[src/logic/ecr_consts.svh]
// Offsets, field positions and reset values for the extended capability registers
// What this block does
// The fourth header-log word is read-only to software, sticky, holds header word four of the first uncorrectable error, resets to zero.
// The serial number header reads a fixed identifier of 3 in bits 15:0.
// Both capability headers read a fixed version of 1 in bits 19:16.
// Each header holds a next-capability link in bits 31:20, reset zero, written only through the lockable path.
// The low serial number word holds EUI-64 bits 31:0, sticky, lockable-writable, reset zero.
// The high serial number word holds EUI-64 bits 63:32, sticky, lockable-writable, reset zero.
// The virtual channel header reads a fixed identifier of 2 in bits 15:0.
// The extended channel count in bits 2:0 of the port channel word reads zero.
// The low-priority channel count in bits 6:4 reads zero.
// The arbitration time base in bits 9:8 reads zero.
// The entry size in bits 11:10 reads 2 on the upstream port and 0 on downstream ports.
// Entry size codes 0 to 3 stand for 1, 2, 4 and 8 bit entries.
// Reserved bits read zero and writes to them are ignored.
`ifndef ECR_CONSTS_SVH
`define ECR_CONSTS_SVH
// ==========================================
// Offsets
`define ECR_OFF_HDR_LOG4 12'h128
`define ECR_OFF_SN_HDR 12'h180
`define ECR_OFF_SN_LOW 12'h184
`define ECR_OFF_SN_HIGH 12'h188
`define ECR_OFF_VC_HDR 12'h200
`define ECR_OFF_PORT_CAP1 12'h204
`define ECR_OFF_LOCK_CTRL 12'h300
// ==========================================
// Field values
`define ECR_SN_CAP_ID 16'h0003
`define ECR_VC_CAP_ID 16'h0002
`define ECR_CAP_VERSION 4'h1
`define ECR_LINK_RESET 12'h000
`define ECR_WORD_RESET 32'h00000000
`define ECR_CHAN_COUNT 3'h0
`define ECR_LP_CHAN_COUNT 3'h0
`define ECR_TIME_BASE 2'h0
`define ECR_ENTRY_UP 2'h2
`define ECR_ENTRY_DOWN 2'h0
// ==========================================
// Field positions
`define ECR_LINK_MSB 31
`define ECR_LINK_LSB 20
`endif

[src/logic/ecr_pkg.sv]
// Types for the extended capability registers
package ecr_pkg;
   typedef logic [11:0] ecr_addr_t;
   typedef logic [31:0] ecr_word_t;
endpackage

[src/logic/ecr_regs.sv]
// Extended capability register bank
`timescale 1ns/1ns
`default_nettype none
`include "ecr_consts.svh"
module ecr_regs
(
   input wire logic clk,
   input wire logic rstn,
   input wire logic sticky_rstn,
   input wire logic upstream_port,
   input wire ecr_pkg::ecr_addr_t addr,
   input wire ecr_pkg::ecr_word_t wdata,
   input wire logic wr,
   input wire logic rd,
   input wire logic log_valid,
   input wire ecr_pkg::ecr_word_t log_word4,
   input wire logic log_clear,
   output ecr_pkg::ecr_word_t rdata,
   output logic lock_open
);
   import ecr_pkg::*;
   // ==========================================
   // State
   ecr_word_t hdr_log4_reg;
   logic log_held_reg;
   logic [11:0] sn_link_reg;
   logic [11:0] vc_link_reg;
   ecr_word_t sn_low_reg;
   ecr_word_t sn_high_reg;
   logic lock_open_reg;
   ecr_word_t rdata_reg;
   ecr_word_t rdata_next;
   logic lock_wr;
   logic port_sync1_reg;
   logic port_sync2_reg;
   logic port_sync3_reg;
   logic upstream_reg;

   // ==========================================
   // Helpers
   // Header word: link on top, fixed version, fixed identifier
   function automatic ecr_word_t cap_header(input logic [11:0] link, input logic [15:0] cap_id);
      cap_header = {link, `ECR_CAP_VERSION, cap_id};
   endfunction

   // Link field of a header write; the rest of the word is fixed or reserved
   function automatic logic [11:0] link_field(input ecr_word_t data);
      link_field = data[`ECR_LINK_MSB:`ECR_LINK_LSB];
   endfunction

   // One strobe aimed at one offset
   function automatic logic addr_hit(input logic strobe, input ecr_addr_t a, input ecr_addr_t off);
      addr_hit = strobe && (a == off);
   endfunction

   // Lockable fields take writes only while the lock is open
   assign lock_wr = wr && lock_open_reg;

   // ==========================================
   // Header log, first error only; sticky reset keeps it over a hot reset
   always_ff @(posedge clk or negedge sticky_rstn)
   begin
      if (!sticky_rstn)
      begin
         hdr_log4_reg <= `ECR_WORD_RESET;
         log_held_reg <= 1'b0;
      end
      else if (log_valid && !log_held_reg)
      begin
         hdr_log4_reg <= log_word4;
         log_held_reg <= 1'b1;
      end
      else if (log_clear)
      begin
         log_held_reg <= 1'b0;
      end
   end

   // ==========================================
   // Lock control, opens writes to lockable fields
   always_ff @(posedge clk or negedge rstn)
   begin
      if (!rstn)
         lock_open_reg <= 1'b0;
      else if (addr_hit(wr, addr, `ECR_OFF_LOCK_CTRL))
         lock_open_reg <= wdata[0];
   end

   // ==========================================
   // Port role strap, three flops deep
   // Entry size lags the strap by four clocks and reads downstream just after reset
   always_ff @(posedge clk or negedge rstn)
   begin
      if (!rstn)
      begin
         port_sync1_reg <= 1'b0;
         port_sync2_reg <= 1'b0;
         port_sync3_reg <= 1'b0;
      end
      else
      begin
         port_sync1_reg <= upstream_port;
         port_sync2_reg <= port_sync1_reg;
         port_sync3_reg <= port_sync2_reg;
      end
   end

   // Taken only once two late stages agree, so a one-clock glitch never reaches a read
   always_ff @(posedge clk or negedge rstn)
   begin
      if (!rstn)
         upstream_reg <= 1'b0;
      else if (port_sync2_reg == port_sync3_reg)
         upstream_reg <= port_sync3_reg;
   end

   // ==========================================
   // Next-capability links
   always_ff @(posedge clk or negedge rstn)
   begin
      if (!rstn)
      begin
         sn_link_reg <= `ECR_LINK_RESET;
         vc_link_reg <= `ECR_LINK_RESET;
      end
      else if (addr_hit(lock_wr, addr, `ECR_OFF_SN_HDR))
         sn_link_reg <= link_field(wdata);
      else if (addr_hit(lock_wr, addr, `ECR_OFF_VC_HDR))
         vc_link_reg <= link_field(wdata);
   end

   // ==========================================
   // Serial number, sticky
   always_ff @(posedge clk or negedge sticky_rstn)
   begin
      if (!sticky_rstn)
      begin
         sn_low_reg <= `ECR_WORD_RESET;
         sn_high_reg <= `ECR_WORD_RESET;
      end
      else if (addr_hit(lock_wr, addr, `ECR_OFF_SN_LOW))
         sn_low_reg <= wdata;
      else if (addr_hit(lock_wr, addr, `ECR_OFF_SN_HIGH))
         sn_high_reg <= wdata;
   end

   // ==========================================
   // Read decode
   always_comb
   begin
      rdata_next = `ECR_WORD_RESET;
      unique case (addr)
         `ECR_OFF_HDR_LOG4: rdata_next = hdr_log4_reg;
         `ECR_OFF_SN_HDR: rdata_next = cap_header(sn_link_reg, `ECR_SN_CAP_ID);
         `ECR_OFF_SN_LOW: rdata_next = sn_low_reg;
         `ECR_OFF_SN_HIGH: rdata_next = sn_high_reg;
         `ECR_OFF_VC_HDR: rdata_next = cap_header(vc_link_reg, `ECR_VC_CAP_ID);
         `ECR_OFF_PORT_CAP1:
            // Code 2 selects 4-bit entries
            rdata_next = {20'h00000, (upstream_reg ? `ECR_ENTRY_UP : `ECR_ENTRY_DOWN),
                          `ECR_TIME_BASE, 1'b0, `ECR_LP_CHAN_COUNT, 1'b0, `ECR_CHAN_COUNT};
         `ECR_OFF_LOCK_CTRL: rdata_next = {31'h00000000, lock_open_reg};
         default: rdata_next = `ECR_WORD_RESET;
      endcase
   end

   always_ff @(posedge clk or negedge rstn)
   begin
      if (!rstn)
         rdata_reg <= `ECR_WORD_RESET;
      else if (rd)
         rdata_reg <= rdata_next;
      else
         rdata_reg <= `ECR_WORD_RESET;
   end

   assign rdata = rdata_reg;
   assign lock_open = lock_open_reg;
endmodule
`default_nettype wire

[config.mk]
export PLATFORM = sky130hd
export DESIGN_NAME = ecr_regs
export DESIGN_NICKNAME = d
export VERILOG_FILES = /design/src/logic/ecr_pkg.sv /design/src/logic/ecr_regs.sv
export VERILOG_INCLUDE_DIRS = /design/src /design/src/logic
export SDC_FILE = /design/constraint.sdc
export NUM_CORES = 1
export LEC_CHECK = 0
export BUFFER_PORTS_ARGS = -buffer_cell sky130_fd_sc_hd__buf_2
export CAP_MARGIN = 25
export CORE_UTILIZATION = 43
export CTS_BUF_LIST = sky130_fd_sc_hd__clkbuf_16
export DETAILED_ROUTE_END_ITERATION = 8
export GPL_ROUTABILITY_DRIVEN = 0
export PLACE_DENSITY = 0.67
export SETUP_SLACK_MARGIN = 0.5
export SYNTH_ARGS = -nofsm -noshare
export SYNTH_HDL_FRONTEND = slang
export SYNTH_SLANG_ARGS = --single-unit
export TNS_END_PERCENT = 100
[constraint.sdc]
create_clock -name clk -period 1.37 [get_ports clk]
set_input_delay 0.0685 -clock clk [delete_from_list [all_inputs] [get_ports clk]]
set_output_delay 0.0685 -clock clk [all_outputs]
set_load 0.05 [all_outputs]
==> results.py, run 1 <==
metrics = {
    "synth": {
        "yosys_register_bits": 158,
        "netlist_instances": 441,
        "ys_types": 39,
        "avgSynthCellArea_um2": 14.5,
        "async_reset_ff_frac": 1.00,
        "synth_edf_count": 0,
        "synth_warnings": 0,
        "ys_seq_area_frac": 0.616,
        "yosys_most_used_dff": "dfrtp_1",
        "syn_area_um2": 6410,
        "syn-num-nets": 525,
    },
    "routing": {
        "vias": 5050,
        "drt_iter0_markers": 322,
        "routedWlPerCell_um": 22.9,
        "avgViaCountPerCell": 5.63,
        "drtPass1Iterations": 8,
        "antenna_left": 0,
        "drc_errors": 0,
        "wl_um": 20500,
    },
    "clock_tree": {
        "cts_buffer_depth": 2,
        "root_buffer": "clkbuf_16",
        "cts_made_buffers": 17,
        "cts.sinks": 158,
        "cts_tree": "built",
        "clk_latency_ps": 430,
        "h-tree-depth": 4,
        "clkSlewWorstSetupHoldPaths_ps": 60,
    },
    "worst_setup_path": {
        "worstPathCellList": "buf_6 -> or4b_4 -> nor4_4 -> and3_4 -> mux2_1",
        "endpoint_kind": "flip-flop",
        "arrival_ps": 1740,
        "slowest_delay_ps": 570,
        "slowest_stage": "or4b_4",
        "cp.required_ps": 1680,
        "path_class": "in2reg",
        "start_kind": "input pin",
        "cp_max_fo": 12,
    },
    "floorplan": {
        "die_y_um": 124,
        "core_area_um2": 14500,
        "rows": 44,
        "design.die.area_um2": 15400,
        "initial_core_util": 0.441,
        "boundaryPins": 117,
        "die_x_um": 124,
    },
    "power_and_ir_drop": {
        "power_mw": 11.6,
        "p_leak_nw": 5.08,
        "power.density_nw_per_um2": 1110,
        "ir_drop_v": 0.000958,
    },
    "grt": {
        "grt_pass1_vias": 5663,
        "met2_usage": 0.472,
        "grt_usage": 0.282,
        "grt_busiest_layer": "met2",
        "met1_usage": 0.340,
        "use_met3": 0.0618,
        "antenna_found_initial": 0,
        "grt_overflow": 0,
        "grt_max_degree": 62,
        "grt_pass1_wl_um": 31100,
    },
    "cells_and_area": {
        "final_common_cell": "dfrtp_1",
        "layout-drive-gt1-share": 0.515,
        "final_cells": 897,
        "final_area_um2": 10400,
        "nets": 785,
        "antenna-diode-count": 0,
        "syn_to_final_growth_pct": 61.8,
        "finish.utilization": 0.714,
        "final_cell_mix": "dfrtp_1, mux2_4, buf_2",
    },
    "placement": {
        "dp_hpwl_um": 10900,
        "io_buffers": 116,
        "dp_slack_ps": -506,
        "dpl_cell_area_um2": 7810,
        "place_inst": 760,
    },
    "sta": {
        "fmax_ghz": 0.701,
        "finalWorstSetupSlack_ps": -56.6,
        "fin_tns_setup_ps": -1140,
        "setup_violations": 67,
        "skew_ps": 6.53,
        "drv_slew": 0,
        "period_share": 1.04,
        "hold_viol": 0,
        "period_minus_slack_ps": 1430,
        "worst_pin_slew_ps": 504,
        "hold_slack_ps": 3.44,
        "rsz0062_at_grt": "yes",
        "slew_headroom": 0.661,
    },
    "run_status": {
        "violations": "negative setup slack",
        "status": "finished, violations left",
    },
    "worst_hold_path": {
        "hold_path.class": "in2reg",
    },
    "flow_run": {
        "maxCapViolations": 0,
    },
}
[power breakdown]
part,switching (mW),total (mW),internal (mW)
registers,0.192,5.12,4.93
logic,0.471,1.27,0.803
clock network,1.94,5.16,3.23
total,2.60,11.6,8.95
[logic make-up (layout without fill, tap and decap cells)]
kind of cell	after synthesis	count (layout)	share of synthesized area
flops	158	158	0.616
mux	121	121	0.212
compound gates	77	78	0.0934
simple gates	54	54	0.0550
buf+inv	30	301	0.0213
fa+ha+maj	1	1	0.00156
[final cells by class]
class                           count  area, um2
Multi-Input combinational cell    254       2910
Sequential cell                   158       3960
Fill cell                         928       4160
Timing Repair Buffer              269       2630
Clock inverter                     14        214
Inverter                            1       3.75
Clock buffer                       17        425
Tap cell                          184        230
[synthesized netlist by cell type (all sizes together), types with 4 or more instances]
library cell  number  area (um2)
dfrtp            158        3950
mux2             121        1360
a22oi             27         203
nor2              20        75.1
a222oi            16         160
buf               16        83.8
a21oi             13        65.1
clkbuf            13        48.8
a2bb2oi           12         105
nand2              4        15.0
nor4b              4        47.6
[per-layer routing]
layer	share of wire	up-vias
met2	0.50	186
met5	0	-
met4	0.032	0
met3	0.051	53
li1	-	2192
met1	0.41	2619
[path summary, 6_finish.rpt]
| check | start | to | slack, ps | depth (start not counted) |
|---|---|---|---|---|
| worst max-delay path | addr[9] | sn_link_reg[7] | -60 | 5 |
| worst min-delay path | rd | rdata[11] | 3 | 3 |
| worst max register to register | lock_open | sn_high_reg[9] | -40 | 5 |
| worst min register to register | port_sync1_reg | port_sync2_reg | 360 | 0 |
| max in group asynchronous | sticky_rstn | sn_low_reg[28] | 680 | 3 |
| min in group asynchronous | sticky_rstn | hdr_log4_reg[31] | 150 | 2 |
[what timing repair did]
action	CTS	global route
pin swaps	4	2
hold buffers	68	1
endpoints found under the setup margin	187	187
cloned	11	0
hold endpoints to repair	281	4
buffers inserted	25	1
resized for setup	175	25
[critical path: cells and delay by family]
kind / cells / cell delay, ps
muxes: 1 / 350
and+or+nand+nor: 3 / 1210
buffers and inverters: 1 / 100
No activity file was read; power rests on OpenSTA's default activity.
==> inputs of run 2 (changes only) <==
--- a/config.mk
+++ b/config.mk
@@ -8,2 +8,3 @@
 export LEC_CHECK = 0
+export ABC_CLOCK_PERIOD_IN_PS = 1370
 export BUFFER_PORTS_ARGS = -buffer_cell sky130_fd_sc_hd__buf_2
@@ -14,2 +15,3 @@
 export GPL_ROUTABILITY_DRIVEN = 0
+export HOLD_SLACK_MARGIN = 0.06
 export PLACE_DENSITY = 0.67
==> constraint.sdc (replaced) <==
create_clock -name clk -period 1.37 [get_ports clk]
set_input_delay 0.137 -clock clk [delete_from_list [all_inputs] [get_ports clk]]
set_output_delay 0.137 -clock clk [all_outputs]
set_load 0.05 [all_outputs]
==> results.py, run 2 (synthesized netlist as in run 1, its figures left out) <==
metrics = {
    "cells_and_area": {
        "syn_to_final_growth_pct": 64.8,
        "layout-drive-gt1-share": 0.568,
        "final_cells": 901,
        "final_area_um2": 10600,
        "nets": 788,
        "finish.utilization": 0.727,
        "final_common_cell": "dfrtp_1",
        "final_cell_mix": "dfrtp_1, mux2_4, buf_2",
        "antenna-diode-count": 0,
    },
    "worst_setup_path": {
        "start_kind": "input pin",
        "cp_max_fo": 6,
        "cp.required_ps": 1670,
        "arrival_ps": 1910,
        "endpoint_kind": "flip-flop",
        "reg2reg_to": "sn_high_reg[8]",
        "r2r_slack_ps": -60,
        "r2r_cells": 4,
        "rr_startpoint": "lock_open",
        "path_class": "in2reg",
    },
    "clock_tree": {
        "h-tree-depth": 4,
        "clk_latency_ps": 430,
        "cts_buffer_depth": 2,
        "cts_made_buffers": 17,
        "clkSlewWorstSetupHoldPaths_ps": 60,
        "root_buffer": "clkbuf_16",
        "cts.sinks": 158,
        "cts_tree": "built",
    },
    "grt": {
        "antenna_found_initial": 0,
        "use_met3": 0.0733,
        "grt_busiest_layer": "met2",
        "met2_usage": 0.503,
        "grt_usage": 0.290,
        "grt_max_degree": 98,
        "grt_overflow": 0,
        "grt_pass1_vias": 5649,
        "grt_pass1_wl_um": 32100,
        "met1_usage": 0.349,
    },
    "routing": {
        "routedWlPerCell_um": 23.6,
        "drc_errors": 0,
        "avgViaCountPerCell": 5.69,
        "vias": 5126,
        "antenna_left": 0,
        "wl_um": 21200,
        "drtPass1Iterations": 6,
        "drt_iter0_markers": 398,
    },
    "sta": {
        "rsz0062_at_grt": "yes",
        "fmax_ghz": 0.622,
        "setup_violations": 129,
        "hold_viol": 0,
        "finalWorstSetupSlack_ps": -238,
        "period_minus_slack_ps": 1610,
        "period_share": 1.17,
        "drv_slew": 0,
        "worst_pin_slew_ps": 723,
        "skew_ps": 10.7,
        "slew_headroom": 0.513,
    },
    "worst_hold_path": {
        "hold_depth": 4,
        "hold_path.class": "in2reg",
        "hp-start": "addr[5]",
        "whs_endpoint": "rdata[11]",
    },
    "floorplan": {
        "die_y_um": 124,
        "rows": 44,
        "die_x_um": 124,
        "design.die.area_um2": 15400,
        "boundaryPins": 117,
        "core_area_um2": 14500,
        "initial_core_util": 0.441,
    },
    "placement": {
        "place_inst": 756,
        "io_buffers": 116,
        "dp_slack_ps": -629,
        "dpl_cell_area_um2": 7790,
        "dp_hpwl_um": 10900,
    },
    "flow_run": {
        "maxCapViolations": 0,
    },
    "power_and_ir_drop": {
        "p_leak_nw": 5.07,
        "ir_drop_v": 0.000940,
        "power.density_nw_per_um2": 1020,
    },
    "run_status": {
        "violations": "negative setup slack",
        "status": "finished, violations left",
    },
}
[run 2: cell count changes in the layout (fill, tap and decap cells not counted), moves of 4 or more]
cell | previous run | this run
mux2_4 | 109 | 114
bufinv_16 | 5 | 1
mux2_1 | 12 | 4
nor2_1 | 18 | 6
nor2_4 | 1 | 14
a21oi_2 | 1 | 13
a21oi_1 | 12 | 0
[run 2: layout make-up]
class | count | area, um2
clock buffer | 17 | 425
clock inverter | 15 | 110
fill | 888 | 3960
inverter | 1 | 3.75
multi-input combinational | 254 | 3140
sequential | 158 | 3960
tap | 184 | 230
timing repair buffer | 272 | 2710
[run 2: what timing repair did]
item / in CTS / in global routing
setup buffers: 24 / 9
hold endpoints to repair: 281 / 4
gates cloned: 10 / 1
setup endpoints to repair: 186 / 188
gates resized for setup: 216 / 41
pin swaps: 21 / 21
hold buffers: 68 / 1
[run 2: report_power, final]
group | leakage [nW] | internal [mW] | switching (mW) | total [mW]
Clock | 0.271 | 2.45 | 1.87 | 4.33
Combinational | 2.68 | 0.814 | 0.477 | 1.29
Sequential | 2.12 | 4.93 | 0.198 | 5.12
Total | 5.07 | 8.19 | 2.55 | 10.7
[run 2: worst max-delay path by stage]
| stage | end | start | slack, ps | depth (start not counted) |
|---|---|---|---|---|
| detailed placement | rdata[11] | addr[6] | -630 | 8 |
| global placement | rdata[11] | addr[6] | -600 | 8 |
| floorplan | sn_link_reg[10] | addr[9] | -460 | 5 |
| finish | sn_link_reg[6] | addr[1] | -240 | 5 |
| global route | sn_link_reg[2] | addr[1] | -220 | 5 |
| CTS | sn_link_reg[2] | addr[9] | -140 | 5 |
[run 2: critical path, stage by stage]
cell and delay (ps):
buf_6 100, or4_4 570, nor4_4 400, and3_4 380
mux2_4 320
[run 2: metrics by stage]
stage / hold slack [ps] / power [mW] / TNS (ps)
after floorplan: -159 / 5.61 / -26960
after global placement: 171 / 6.04 / -58820
after detailed placement: 150 / 6.08 / -59760
after CTS: -28.6 / 10.7 / -5660
after global routing: 182 / 11.1 / -11760
final: 193 / 10.7 / -10200
[run 2: per-layer routing]
layer  share of wire  vias up  wire length [um]
met5               0        -                 0
met4           0.027        0               564
met3           0.060       48              1270
met2            0.52      221             10900
met1            0.40     2654              8460
li1                -     2203                 -
